### src/vhb_pkg.sv
package vhb_pkg;
  // host address decode windows
  localparam logic [19:0] ROM_BASE      = 20'hC_0000;
  localparam logic [19:0] ROM_LAST      = 20'hC_7FFF;
  localparam logic [19:0] ROM_LO        = 20'hC_0000;
  localparam logic [19:0] MONO_MEM_LO   = 20'hB_0000;
  localparam logic [19:0] MONO_MEM_HI   = 20'hB_7FFF;
  localparam logic [19:0] COLOR_MEM_LO  = 20'hB_8000;
  localparam logic [19:0] COLOR_MEM_HI  = 20'hB_FFFF;
  localparam logic [19:0] GFX_MEM_LO    = 20'hA_0000;
  localparam logic [19:0] GFX_MEM_HI    = 20'hA_FFFF;
  localparam logic [19:0] LINEAR_SPAN   = 20'hF_FFFF;
  // i/o register map
  localparam logic [15:0] ADAPTER_ID_LOW_ADDR      = 16'h0100;
  localparam logic [15:0] ADAPTER_ID_HIGH_ADDR     = 16'h0101;
  localparam logic [15:0] CARD_ENABLE_CONTROL_ADDR = 16'h0102;
  localparam logic [15:0] WIDE_MODE_CONTROL_ADDR   = 16'h03C3;
  localparam logic [11:0] MONO_GROUP   = 12'h03B;
  localparam logic [11:0] ATTR_GROUP   = 12'h03C;
  localparam logic [11:0] COLOR_GROUP  = 12'h03D;
  localparam int          CARD_EN_BIT  = 0;
  localparam int          WIDE_EN_BIT  = 0;
  localparam int          MONO_SEL_BIT = 1;
  localparam int          LINEAR_BIT   = 2;
  localparam logic [7:0]  CARD_ENABLE_RESET = 8'h00;
  localparam logic [7:0]  WIDE_MODE_RESET   = 8'h00;
  // excluded low nibbles inside each group, one bit per address
  localparam logic [15:0] MONO_HOLES  = 16'h3_0C0;
  localparam logic [15:0] COLOR_HOLES = 16'hC_0C0;
  localparam logic [15:0] ATTR_HOLES  = 16'h2_C00;
  // write queue and cache sizes
  localparam int FIFO_DEPTH  = 8;
  localparam int CACHE_BYTES = 32;
endpackage

### src/vhb_fifo_if.sv
`timescale 1ns/10ps
interface vhb_fifo_if #(parameter int AW = 20, parameter int DW = 16);
  logic          pushValid;
  logic          pushReady;
  logic [AW-1:0] pushAddr;
  logic [DW-1:0] pushData;
  logic          pushWide;
  logic          popValid;
  logic          popReady;
  logic [AW-1:0] popAddr;
  logic [DW-1:0] popData;
  logic          popWide;
  modport queue (input pushValid, pushAddr, pushData, pushWide, popReady,
                 output pushReady, popValid, popAddr, popData, popWide);
  modport user (output pushValid, pushAddr, pushData, pushWide, popReady,
                input pushReady, popValid, popAddr, popData, popWide);
endinterface

### src/vga_host_bus_interface.sv
`timescale 1ns/10ps
// What this block does
// - bus-type strap at reset picks PC/AT or Micro Channel pin meanings
// - decode ROM window C0000 to C7FFF and drive the ROM chip select
// - ROM-width strap high means 16-bit ROM, low means 8-bit ROM
// - with 16-bit ROM, assert wide cycle indicator for ROM window addresses
// - ROM-enable strap low keeps ROM chip select inactive forever
// - after reset video memory accesses are 8-bit wide
// - once firmware enables 16-bit path, every video access is wide
// - host reaches up to one megabyte of video memory depending on mode
// - Micro Channel: I/O reads of 100 and 101 return adapter identity
// - Micro Channel: bit 0 of port 102 is a readable card-enable bit
// - card-selected feedback from address decode qualified by command
// - monochrome only: claim 3B0-3BF except 3B6, 3B7, 3BC, 3BD
// - color only: claim 3D0-3DF except 3D6, 3D7, 3DE, 3DF
// - always claim 3C0-3CF except 3CA, 3CB, 3CD
// - memory commands claim ROM window (when ROM-enable strap is high) and selected display window
// - card-selected feedback follows the command one clock edge after decode
// - CPU display memory writes queue in a FIFO and drain when memory bus is free
// - the queue lets host display memory writes finish without wait states while a slot is free
// - a 32-byte video cache feeds the screen while the CPU accesses memory
module vga_host_bus_interface #(
  parameter logic [15:0] ADAPTER_ID = 16'h5AA5, // arbitrary identity value
  parameter int          FIFO_DEPTH = vhb_pkg::FIFO_DEPTH
) (
  // clock and reset
  input  wire logic        sys_clk,
  input  wire logic        rst,
  // configuration straps
  input  wire logic        bus_type_strap,
  input  wire logic        rom_width_strap,
  input  wire logic        rom_enable_strap,
  // host bus
  input  wire logic [19:0] hostAddr,
  input  wire logic        memCmd,
  input  wire logic        ioCmd,
  input  wire logic        hostWrite,
  input  wire logic [15:0] hostWdata,
  output logic [7:0]       ioRdata,
  output logic             ioRdataValid,
  output logic             wide_memory_cycle_indicator,
  output logic             cardSelFeedback,
  output logic             bios_rom_select,
  output logic             zeroWait,
  output logic             microChannel,
  output logic             cardEnabled,
  // display memory side
  input  wire logic        memBusFree,
  output logic             memWrValid,
  output logic [19:0]      memWrAddr,
  output logic [15:0]      memWrData,
  output logic             memWrWide,
  // screen refresh side
  input  wire logic        scanFetch,
  input  wire logic [4:0]  scanIndex,
  input  wire logic        scanLoad,
  input  wire logic [7:0]  scanLoadData,
  output logic [7:0]       scanPixel
);
  logic       strapWait;
  logic       strapMca;
  logic       strapWideRom;
  logic       strapRomOn;
  logic [7:0] cardCtl;
  logic [7:0] wideCtl;
  logic       romHit;
  logic       dispHit;
  logic       ioHit;
  logic       idHit;
  logic       memClaim;
  logic       ioClaim;
  logic [3:0] nib;
  logic [7:0] cache [vhb_pkg::CACHE_BYTES];
  logic       next_wide;
  vhb_fifo_if #(.AW(20), .DW(16)) wq ();

  // strap capture one edge after release; async reset loads constants only
  always_ff @(posedge sys_clk or posedge rst) begin
    if (rst) begin
      strapWait    <= 1'b1;
      strapMca     <= 1'b0;
      strapWideRom <= 1'b0;
      strapRomOn   <= 1'b0;
    end else if (strapWait) begin
      strapWait    <= 1'b0;
      strapMca     <= !bus_type_strap;
      strapWideRom <= rom_width_strap;
      strapRomOn   <= rom_enable_strap;
    end
  end

  // address decode, purely combinational; feedback is registered one edge later
  assign nib     = hostAddr[3:0];
  assign romHit  = (hostAddr >= vhb_pkg::ROM_LO) && (hostAddr <= vhb_pkg::ROM_LAST);
  always_comb begin
    dispHit = 1'b0;
    if (wideCtl[vhb_pkg::LINEAR_BIT]) begin
      dispHit = !romHit && (hostAddr <= vhb_pkg::LINEAR_SPAN);
    end else if (hostAddr >= vhb_pkg::GFX_MEM_LO && hostAddr <= vhb_pkg::GFX_MEM_HI) begin
      dispHit = 1'b1;
    end else if (wideCtl[vhb_pkg::MONO_SEL_BIT]) begin
      dispHit = hostAddr >= vhb_pkg::MONO_MEM_LO && hostAddr <= vhb_pkg::MONO_MEM_HI;
    end else begin
      dispHit = hostAddr >= vhb_pkg::COLOR_MEM_LO && hostAddr <= vhb_pkg::COLOR_MEM_HI;
    end
  end
  always_comb begin
    ioHit = 1'b0;
    if (hostAddr[15:4] == vhb_pkg::ATTR_GROUP) begin
      ioHit = !vhb_pkg::ATTR_HOLES[nib];
    end else if (hostAddr[15:4] == vhb_pkg::MONO_GROUP) begin
      ioHit = wideCtl[vhb_pkg::MONO_SEL_BIT] && !vhb_pkg::MONO_HOLES[nib];
    end else if (hostAddr[15:4] == vhb_pkg::COLOR_GROUP) begin
      ioHit = !wideCtl[vhb_pkg::MONO_SEL_BIT] && !vhb_pkg::COLOR_HOLES[nib];
    end
  end
  assign idHit    = strapMca && (hostAddr[15:0] >= vhb_pkg::ADAPTER_ID_LOW_ADDR)
                    && (hostAddr[15:0] <= vhb_pkg::CARD_ENABLE_CONTROL_ADDR);
  assign memClaim = memCmd && ((romHit && strapRomOn) || dispHit);
  assign ioClaim  = ioCmd && ioHit;

  // wide cycle decision for the current address
  always_comb begin
    next_wide = 1'b0;
    if (romHit && strapRomOn) begin
      next_wide = strapWideRom;
    end else if (dispHit) begin
      next_wide = wideCtl[vhb_pkg::WIDE_EN_BIT];
    end
  end

  // bus feedback outputs, one flop after decode
  always_ff @(posedge sys_clk or posedge rst) begin
    if (rst) begin
      wide_memory_cycle_indicator <= 1'b0;
      cardSelFeedback             <= 1'b0;
      bios_rom_select             <= 1'b0;
      zeroWait                    <= 1'b0;
      microChannel                <= 1'b0;
      cardEnabled                 <= 1'b0;
    end else begin
      wide_memory_cycle_indicator <= next_wide;
      cardSelFeedback <= memClaim || ioClaim;
      bios_rom_select <= memCmd && romHit && strapRomOn;
      zeroWait        <= memCmd && hostWrite && dispHit && wq.pushReady;
      microChannel    <= strapMca;
      // held low until the straps are known, so no false enable after reset
      cardEnabled     <= !strapWait && (!strapMca || cardCtl[vhb_pkg::CARD_EN_BIT]);
    end
  end

  // control registers written by host i/o
  always_ff @(posedge sys_clk or posedge rst) begin
    if (rst) begin
      cardCtl <= vhb_pkg::CARD_ENABLE_RESET;
      wideCtl <= vhb_pkg::WIDE_MODE_RESET;
    end else if (ioCmd && hostWrite) begin
      if (strapMca && hostAddr[15:0] == vhb_pkg::CARD_ENABLE_CONTROL_ADDR) begin
        cardCtl <= {7'h00, hostWdata[vhb_pkg::CARD_EN_BIT]};
      end
      if (hostAddr[15:0] == vhb_pkg::WIDE_MODE_CONTROL_ADDR) begin
        wideCtl <= {5'h00, hostWdata[2:0]};
      end
    end
  end

  // i/o read data; only the identity and control ports answer here
  always_ff @(posedge sys_clk or posedge rst) begin
    if (rst) begin
      ioRdata      <= 8'h00;
      ioRdataValid <= 1'b0;
    end else begin
      ioRdataValid <= ioCmd && !hostWrite
                      && (idHit || hostAddr[15:0] == vhb_pkg::WIDE_MODE_CONTROL_ADDR);
      unique case (hostAddr[15:0])
        vhb_pkg::ADAPTER_ID_LOW_ADDR:      ioRdata <= ADAPTER_ID[7:0];
        vhb_pkg::ADAPTER_ID_HIGH_ADDR:     ioRdata <= ADAPTER_ID[15:8];
        vhb_pkg::CARD_ENABLE_CONTROL_ADDR: ioRdata <= cardCtl;
        vhb_pkg::WIDE_MODE_CONTROL_ADDR:   ioRdata <= wideCtl;
        default:                           ioRdata <= 8'h00;
      endcase
    end
  end

  // host writes to display memory go into the queue, without wait states while a slot is free
  assign wq.pushValid = memCmd && hostWrite && dispHit;
  assign wq.pushAddr  = hostAddr;
  assign wq.pushData  = hostWdata;
  assign wq.pushWide  = wideCtl[vhb_pkg::WIDE_EN_BIT];
  assign wq.popReady  = memBusFree && !memWrValid;

  vhb_write_queue #(.DEPTH(FIFO_DEPTH), .AW(20), .DW(16)) u_queue (
    .sys_clk (sys_clk),
    .rst     (rst),
    .q       (wq)
  );

  // drain register: one memory write only on a free memory bus cycle, at most every other cycle
  always_ff @(posedge sys_clk or posedge rst) begin
    if (rst) begin
      memWrValid <= 1'b0;
      memWrAddr  <= 20'h0_0000;
      memWrData  <= 16'h0000;
      memWrWide  <= 1'b0;
    end else begin
      memWrValid <= wq.popValid && wq.popReady;
      if (wq.popValid && wq.popReady) begin
        memWrAddr <= wq.popAddr;
        memWrData <= wq.popData;
        memWrWide <= wq.popWide;
      end
    end
  end

  // video cache: refresh loads bytes, screen reads them while cpu uses memory
  always_ff @(posedge sys_clk) begin
    if (scanLoad) begin
      cache[scanIndex] <= scanLoadData;
    end
  end
  always_ff @(posedge sys_clk or posedge rst) begin
    if (rst) begin
      scanPixel <= 8'h00;
    end else if (scanFetch) begin
      scanPixel <= cache[scanIndex];
    end
  end

  a_rom_gated: assert property (@(posedge sys_clk) disable iff (rst)
    (!strapRomOn && !strapWait) |=> !bios_rom_select)
    else $error("rom select while rom disabled");
  a_rom_select: assert property (@(posedge sys_clk) disable iff (rst)
    (memCmd && strapRomOn && hostAddr[19:15] == 5'h18) |=> bios_rom_select)
    else $error("rom window not selected");
  a_wide_rom: assert property (@(posedge sys_clk) disable iff (rst)
    (romHit && strapRomOn) |=> (wide_memory_cycle_indicator == $past(strapWideRom)))
    else $error("rom width indicator wrong");
  a_wide_video: assert property (@(posedge sys_clk) disable iff (rst)
    (dispHit && !romHit) |=> (wide_memory_cycle_indicator == $past(wideCtl[0])))
    else $error("video width indicator wrong");
  a_feedback_track: assert property (@(posedge sys_clk) disable iff (rst)
    (!memCmd && !ioCmd) |=> !cardSelFeedback)
    else $error("feedback without command");
  a_attr_hole: assert property (@(posedge sys_clk) disable iff (rst)
    (ioCmd && !memCmd && hostAddr[15:0] == 16'h03CD) |=> !cardSelFeedback)
    else $error("claimed excluded port");
  a_mono_claim: assert property (@(posedge sys_clk) disable iff (rst)
    (ioCmd && wideCtl[1] && hostAddr[15:0] == 16'h03B4) |=> cardSelFeedback)
    else $error("mono port not claimed");
  a_color_hole: assert property (@(posedge sys_clk) disable iff (rst)
    (ioCmd && !memCmd && hostAddr[15:0] == 16'h03DE) |=> !cardSelFeedback)
    else $error("claimed excluded color port");
  a_strap_hold: assert property (@(posedge sys_clk) disable iff (rst)
    !strapWait && !$past(strapWait) |-> $stable(strapMca))
    else $error("strap changed after capture");
  a_id_read: assert property (@(posedge sys_clk) disable iff (rst)
    (strapMca && ioCmd && !hostWrite && hostAddr[15:0] == 16'h0100)
    |=> (ioRdataValid && ioRdata == ADAPTER_ID[7:0]))
    else $error("identity read wrong");
  c_rom_read: cover property (@(posedge sys_clk) bios_rom_select && wide_memory_cycle_indicator);
  c_queue_drain: cover property (@(posedge sys_clk) memWrValid && memWrWide);
  c_mca_enable: cover property (@(posedge sys_clk) microChannel && cardEnabled);
  c_io_claim: cover property (@(posedge sys_clk) ioCmd ##1 cardSelFeedback);
endmodule

### src/vhb_write_queue.sv
`timescale 1ns/10ps
module vhb_write_queue #(
  parameter int DEPTH = 8,
  parameter int AW    = 20,
  parameter int DW    = 16
) (
  // clock and reset
  input  wire logic sys_clk,
  input  wire logic rst,
  // queue ports
  vhb_fifo_if.queue q
);
  localparam int PW = $clog2(DEPTH);
  localparam int EW = AW + DW + 1;

  logic [EW-1:0] store [DEPTH];
  logic [PW-1:0] wrPtr;
  logic [PW-1:0] rdPtr;
  logic [PW:0]   fill;
  logic          doPush;
  logic          doPop;

  // host writes are taken whenever a slot is free, so no wait state
  assign q.pushReady = (fill != (PW+1)'(DEPTH));
  assign q.popValid  = (fill != '0);
  assign doPush      = q.pushValid && q.pushReady;
  assign doPop       = q.popValid && q.popReady;
  assign {q.popWide, q.popAddr, q.popData} = store[rdPtr];

  // storage array, written only on a taken push
  always_ff @(posedge sys_clk) begin
    if (doPush) begin
      store[wrPtr] <= {q.pushWide, q.pushAddr, q.pushData};
    end
  end

  // pointers and fill level
  always_ff @(posedge sys_clk or posedge rst) begin
    if (rst) begin
      wrPtr <= '0;
      rdPtr <= '0;
      fill  <= '0;
    end else begin
      if (doPush) begin
        wrPtr <= (wrPtr == PW'(DEPTH - 1)) ? '0 : wrPtr + 1'b1;
      end
      if (doPop) begin
        rdPtr <= (rdPtr == PW'(DEPTH - 1)) ? '0 : rdPtr + 1'b1;
      end
      fill <= fill + (PW+1)'(doPush) - (PW+1)'(doPop);
    end
  end

  a_fill_bound: assert property (@(posedge sys_clk) disable iff (rst)
    fill <= (PW+1)'(DEPTH)) else $error("queue fill beyond depth");
  a_no_loss: assert property (@(posedge sys_clk) disable iff (rst)
    (doPush && !doPop) |=> (fill == $past(fill) + 1'b1))
    else $error("pushed entry not counted");
endmodule

### config.mk
export PLATFORM = sky130hd
export DESIGN_NAME = vga_host_bus_interface
export DESIGN_NICKNAME = d
export VERILOG_FILES = /design/src/vhb_pkg.sv /design/src/vhb_fifo_if.sv /design/src/vga_host_bus_interface.sv /design/src/vhb_write_queue.sv
export SDC_FILE = /design/constraint.sdc
export NUM_CORES = 1
export LEC_CHECK = 0
export BUFFER_PORTS_ARGS = -buffer_cell sky130_fd_sc_hd__buf_4
export CORE_UTILIZATION = 50
export DETAILED_ROUTE_END_ITERATION = 10
export GPL_ROUTABILITY_DRIVEN = 0
export PLACE_DENSITY_LB_ADDON = 0.25
export SYNTH_ARGS = -nofsm -noshare
export SYNTH_HDL_FRONTEND = slang
export SYNTH_SLANG_ARGS = --single-unit
### constraint.sdc
create_clock -name sys_clk -period 12.4 [get_ports sys_clk]
set_input_delay 0.62 -clock sys_clk [delete_from_list [all_inputs] [get_ports sys_clk]]
set_output_delay 0.62 -clock sys_clk [all_outputs]
set_load 0.05 [all_outputs]
# Word level (Yosys, flattened, before mapping)
# Memories as Yosys holds them, arrays and structs flattened. A register that Yosys moved wholly into a read port is not among the register bits.
# Index checks and enable logic that the tools add are counted.
# Widths: inputs -> output; s select.
op_classes:
  eq_ne: 10
  n_reduce_logical: 41
  n_mux: 18
  add_sub_neg: 4
  order_cmp: 12
ops:
  columns: ["op", "n"]
  rows:
  - ["$le 20x20->1 const B", 5]
  - ["$ge 20x20->1 const B", 4]
  - ["$eq 16x9->1 const B", 3]
  - ["$eq 12x6->1 const B", 3]
  - ["$pmux 8 s4", 1]
  - ["$logic_and 1x1->1", 24]
  - ["$eq 16x10->1 const B", 1]
  - ["$ge 16x9->1 const B", 1]
  - ["$le 16x9->1 const B", 1]
  - ["$mux 1", 15]
  - ["$logic_not 1->1", 10]
  - ["$add 3x1->3 const B", 2]
  - ["$eq 3x3->1 const B", 2]
  - ["$mux 3", 2]
  - ["$lt 4x5->1 const B", 1]
  - ["$add 4x1->4", 1]
  - ["$logic_or 1x1->1", 4]
  - ["$ne 4x4->1 const B", 1]
  - ["$reduce_and 2->1", 2]
  - ["$reduce_bool 4->1", 1]
  - ["$sub 4x1->4", 1]
word_totals:
  out_inout_bits: 61
  n_memories: 5
  inputBits: 60
  ramBits: 552
  wordCells: 108
  mem_bits_ro: 48
  ff_bits: 34
memory_table:
  columns: ["memory", "depth", "width", "read_ports", "rd_clocked_by_memory_dff", "wr", "line", "text"]
  rows:
  - ["u_queue.store", 8, 37, 1, 1, 1, "vhb_write_queue.sv:16", "logic [EW-1:0] store [DEPTH];"]
  - ["cache", 32, 8, 1, 1, 1, "vga_host_bus_interface.sv:73", "logic [7:0] cache [vhb_pkg::CACHE_BYTES];"]
  - ["(name not given)", 16, 1, 1, 0, 0, "vga_host_bus_interface.sv:114", "ioHit = !wideCtl[vhb_pkg::MONO_SEL_BIT] && !vhb_pkg::COLOR_HOLES[nib];"]
  - ["(name not given)", 16, 1, 1, 0, 0, "vga_host_bus_interface.sv:112", "ioHit = wideCtl[vhb_pkg::MONO_SEL_BIT] && !vhb_pkg::MONO_HOLES[nib];"]
  - ["(name not given)", 16, 1, 1, 0, 0, "vga_host_bus_interface.sv:110", "ioHit = !vhb_pkg::ATTR_HOLES[nib];"]

# Longest topological paths before layout
logic_depth:
  depth_word: 9
  ltp_mapped: 11
  depth_no_buf: 9

# Cells and area by module
# A second synthesis with hierarchy kept.
unflattened:
  cells_unflattened: 1273
  hier_area_um2: 24664.9
modules_own_cells:
  columns: ["module", "seq_area_each_um2", "n_inst", "cells_each", "area_each_um2"]
  rows:
  - ["vga_host_bus_interface", 9340.2, 1, 788, 12718.4]
  - ["vhb_write_queue", 9138.8, 1, 485, 11946.5]

# Worst setup path before layout
# OpenSTA, ideal clock, no wires.
synth_path:
  path_kind: "input to register"
  start: "in hostAddr[15]"
  end: "mem u_queue.store[2][0] (netlist bit), enable pin"
  path_stages: 6
  setup_slack_ps: 6353
  arrival_ps: 5510
  path_cell_list: "xnor2_1 a2111oi_0 a21o_1 nand4_1 clkbuf_1 nor4b_1"
synth_between:
  elab_chain_len: 9
  elab_cells_between_ends: 22
synth_rtl:
  columns: ["element", "line", "text"]
  rows:
  - ["start, declared", "vga_host_bus_interface.sv:34", "input wire logic [19:0] hostAddr,"]
  - ["$ge 20x20->1, or another cell as far along", "vga_host_bus_interface.sv:104", "dispHit = hostAddr >= vhb_pkg::COLOR_MEM_LO && hostAddr <= vhb_pkg::COLOR_MEM_HI;"]
  - ["$logic_and 1x1->1 (on tied branches)", "vga_host_bus_interface.sv:104, vga_host_bus_interface.sv:94, vga_host_bus_interface.sv:102", null]
  - ["$mux 1 / $logic_not 1->1 (equally long branches)", "vga_host_bus_interface.sv:101, vga_host_bus_interface.sv:98", null]
  - ["$mux 1 / $logic_and 1x1->1 (equally long branches)", "vga_host_bus_interface.sv:99, vga_host_bus_interface.sv:98", null]
  - ["$mux 1 *", "vga_host_bus_interface.sv:97", "if (wideCtl[vhb_pkg::LINEAR_BIT]) begin"]
  - ["$logic_and 1x1->1 *", "vga_host_bus_interface.sv:186", "assign wq.pushValid = memCmd && hostWrite && dispHit;"]
  - ["$logic_and 1x1->1 *", "vhb_write_queue.sv:26", "assign doPush = q.pushValid && q.pushReady;"]
  - ["$mux 1 *", "vhb_write_queue.sv:32", "if (doPush) begin"]
  - ["$mux 1 (implied by the code) *", "vhb_write_queue.sv:33", "store[wrPtr] <= {q.pushWide, q.pushAddr, q.pushData};"]
  - ["end, declared", "vhb_write_queue.sv:16", null]
# Mark *: on every way between the ends. The rest lies on a longest branch, timed or not.

# Worst setup path after layout
layout_path:
  start: "reg wideCtl[1]"
  end: "mem u_queue.store[3][10] (netlist bit), enable pin"
layout_between:
  elab_chain_len: 7
layout_rtl:
  columns: ["element", "line", "text"]
  rows:
  - ["start, declared", "vga_host_bus_interface.sv:65", "logic [7:0] wideCtl;"]
  - ["start signal, assigned", "vga_host_bus_interface.sv:156", "wideCtl <= vhb_pkg::WIDE_MODE_RESET;"]
  - ["start signal, assigned", "vga_host_bus_interface.sv:162", "wideCtl <= {5'h00, hostWdata[2:0]};"]
  - ["$mux 1", "vga_host_bus_interface.sv:101", "end else if (wideCtl[vhb_pkg::MONO_SEL_BIT]) begin"]
  - ["$mux 1", "vga_host_bus_interface.sv:99", "end else if (hostAddr >= vhb_pkg::GFX_MEM_LO && hostAddr <= vhb_pkg::GFX_MEM_HI) begin"]
  - ["$mux 1", "vga_host_bus_interface.sv:97", null]
  - ["$logic_and 1x1->1", "vga_host_bus_interface.sv:186", null]
  - ["$logic_and 1x1->1", "vhb_write_queue.sv:26", null]
  - ["$mux 1", "vhb_write_queue.sv:32", null]
  - ["$mux 1 (implied by the code)", "vhb_write_queue.sv:33", null]
# No other way between the ends.

==> results.sh <==
export IMPL_required_ns=12.64
export IMPL_drv_cap=0
export IMPL_die_area_um2=49400
export IMPL_overflow=0
export IMPL_drt_pass1_iter_count=6
export IMPL_grt_pass1_vias=12319
export IMPL_htreeDepth=2
export IMPL_syn_nets=1312
export IMPL_drc=0
export IMPL_rr_worst_depth=6
export IMPL_syn_avg_cell_area_um2=19.5
export IMPL_clk_latency_ns=0.62
export IMPL_cts_buffers=61
export IMPL_drive_above_1_share=0.263
export IMPL_timing_critical_path_from="wideCtl[1]$_DFFE_PP0P_"
export IMPL_critPathKind="flop to flop"
export IMPL_synthTopCellsByCount="552 x edfxtp_1, 113 x mux4_2, 88 x nor2_1, 84 x mux2i_1, 75 x dfrtp_1"
export IMPL_cts_root_buf="clkbuf_16"
export IMPL_tritoncts="done"
export IMPL_slew_viol_final=0
export IMPL_synth_xor_area_share=0.00108
export IMPL_cp_top_family="simple AND/OR/NAND/NOR gates"
export IMPL_syn2layout_area_growth_pct=14.9
export IMPL_cts_clk_slew_worst_paths_ns=0.06
export IMPL_clock_sinks=628
export IMPL_postLayoutSetupSlackWorst_ns=9.29
export IMPL_cp_start_kind="flop"
export IMPL_finalCritPeriodShare=0.251
export IMPL_synthCells=1241
export IMPL_critPathBufInv=1
export IMPL_yosysUniqueCellTypes=66
export IMPL_final_util=0.583
export IMPL_synth_flop_cell="edfxtp_1"
export IMPL_syn_cell_area_um2=24200
export IMPL_cp_max_fo=37
export IMPL_routedWlPerCell_um=25.0
export IMPL_crit_chain="xnor2_1, a2111oi_0, a21o_1, nand4_1, nor4b_2, buf_4"
export IMPL_min_path_cells=2
export IMPL_ios=121
export IMPL_max_stage_delay_ns=0.55
export IMPL_synth_top_area_frac=0.684
export IMPL_hold_viol=0
export IMPL_hpwl_um=31100
export IMPL_powerDensity_nw_per_um2=194
export IMPL_diodes=0
export IMPL_crit_cells=6
export IMPL_synth_edf_count=552
export IMPL_hp_start="bus_type_strap"
export IMPL_core_um2=47700
export IMPL_cts_repair_resized=0
export IMPL_end_kind="flop"
export IMPL_ant_nets=0
export IMPL_yosys_top_cells_area="edfxtp_1 68%, mux4_2 10%, dfrtp_1 7.7%, mux2i_1 3.5%, nor2_1 1.4%"
export IMPL_ys_seq_elements=628
export IMPL_synthSimpleGateAreaFrac=0.0388
export IMPL_synth_top_family_by_area="multiplexers"
export IMPL_final_fill_count=3472
export IMPL_ys_warn_count=0
export IMPL_post_cts_setup_buffer_count=0
export IMPL_ir_drop_mv=0.137
export IMPL_setup_tns_ns=0
export IMPL_crit_slowest_cell="nand4_1"
export IMPL_clk_path_buf_depth=3
export IMPL_finClkSkew_ns=0.0181
export IMPL_arrival_ns=3.36
export IMPL_yosysSeqAreaShare=0.762
export IMPL_yosys_area_top_type="edfxtp_1"
export IMPL_power_leakage_nw=9.47
export IMPL_vias=12006
export IMPL_routed_wl_um=51200
export IMPL_dieHeight_um=222
export IMPL_ys_async_sr_fraction=0.121
export IMPL_first_iter_violations=1188
export IMPL_worst_pin_slew_ns=1.35
export IMPL_place_ws_ns=8.97
export IMPL_max_slew_margin=0.0948
export IMPL_setup_viol=0
export IMPL_fp_row_count=80
export IMPL_holdCritPathClass="input port to flop"
export IMPL_r2r_start="wideCtl[1]$_DFFE_PP0P_"
export IMPL_grt_pass1_wl_um=76900
export IMPL_nets=1454
export IMPL_start_util=0.508
export IMPL_viasPerCell=5.85
export IMPL_status="completed"
export IMPL_die_w_um=222
export IMPL_synth_mux_area_frac=0.147
export IMPL_grt_use_total=0.210
export IMPL_synth_most_common_cell="edfxtp_1"
export IMPL_cts_hold_buffers=1
export IMPL_io_buffers=120
export IMPL_fin_crit_ns=3.11
export IMPL_antenna_found_initial=0
export IMPL_fmax_mhz=321
export IMPL_rsz0062_at_grt="false"
export IMPL_synth_compound_area_frac=0.0317
export IMPL_fin_total_pwr_mw=5.40
export IMPL_grt_max_degree=69
export IMPL_synthAdderAreaFrac=0.00599
export IMPL_ff2ff_setup_slack_ns=9.29
-- sequential cells by signal, indices dropped and copies added, names as in the netlist, 3 cells and up --
| register | count |
|---|---|
| cache | 256 |
| ioRdata | 5 |
| memWrAddr | 20 |
| memWrData | 16 |
| scanPixel | 8 |
| u_queue.fill | 4 |
| u_queue.rdPtr | 3 |
| u_queue.store | 296 |
| u_queue.wrPtr | 3 |
| wideCtl | 3 |
-- layout make-up --
class | count | area (µm²) | area share
inverters | 18 | 70.1 | 0.00252
clock buffers | 88 | 1680 | 0.0603
multi-input cells | 535 | 5500 | 0.197
repair buffers | 139 | 1050 | 0.0376
well taps | 615 | 769 | 0.0276
clock inverters | 28 | 293 | 0.0105
flip-flops and latches | 628 | 18500 | 0.664
-- logic make-up (layout without fill, tap and decap cells) --
| group | Yosys count | after routing |
|---|---|---|
| xor+xnor | 3 | 3 |
| other cells | 1 | 1 |
| fa+ha+maj | 11 | 11 |
| mux | 212 | 212 |
| flops | 628 | 628 |
| simple gates | 188 | 188 |
| buf+inv | 78 | 273 |
| compound gates | 120 | 120 |
-- layer usage --
metal,share of wire,global-route usage
met1,0.41,0.286
met2,0.50,0.350
met3,0.059,0.0339
met4,0.025,0.0659
met5,0,0
-- report_power, final --
part	total (mW)	internal, mW	switching [mW]
registers	2.49	2.40	0.0940
clock network	1.82	1.05	0.770
logic	1.09	0.451	0.641
-- layout by cell type, fill, tap and decap left out, types with 11 or more instances in the layout --
cell type	count
mux2i_1	84
nor2_1	88
edfxtp_1	552
a21oi_1	47
buf_4	138
dfrtp_1	72
clkinv_2	11
mux2_2	14
clkbuf_1	23
inv_1	17
nand2_1	20
mux4_2	113
nand2b_1	11
clkbuf_16	62
-- worst reg2reg max path, delay by kind of cell, from the launching register on --
family,cells,cell delay (ns)
AOI/OAI and AO/OA,2,0.58
xor gates and xnor gates,1,0.17
buffers and inverters,1,0.55
DFF,1,0.48
and+or+nand+nor,2,0.95
-- final timing paths --
kind / end
worst max-delay path: u_queue.store[3][10]$_DFFE_PP_
worst min-delay path: strapMca$_DFFE_PP0P_
worst max register to register: u_queue.store[3][10]$_DFFE_PP_
worst min register to register: microChannel$_DFF_PP0_
max in group asynchronous: u_queue.rdPtr[1]$_DFFE_PP0P_
min in group asynchronous: scanPixel[6]$_DFFE_PP0P_
-- metrics by stage --
step | instances | instance area (µm²) | hold WS (ns)
after global routing | 2051 | 27800 | 0.184
after detailed placement | 1934 | 25900 | 0.505
final | 2051 | 27800 | 0.183
after floorplan | 1241 | 24200 | 0.394
after global placement | 1934 | 25900 | 0.506
after CTS | 2051 | 27800 | 0.155
Note: power is estimated with default switching activity, not from simulation.
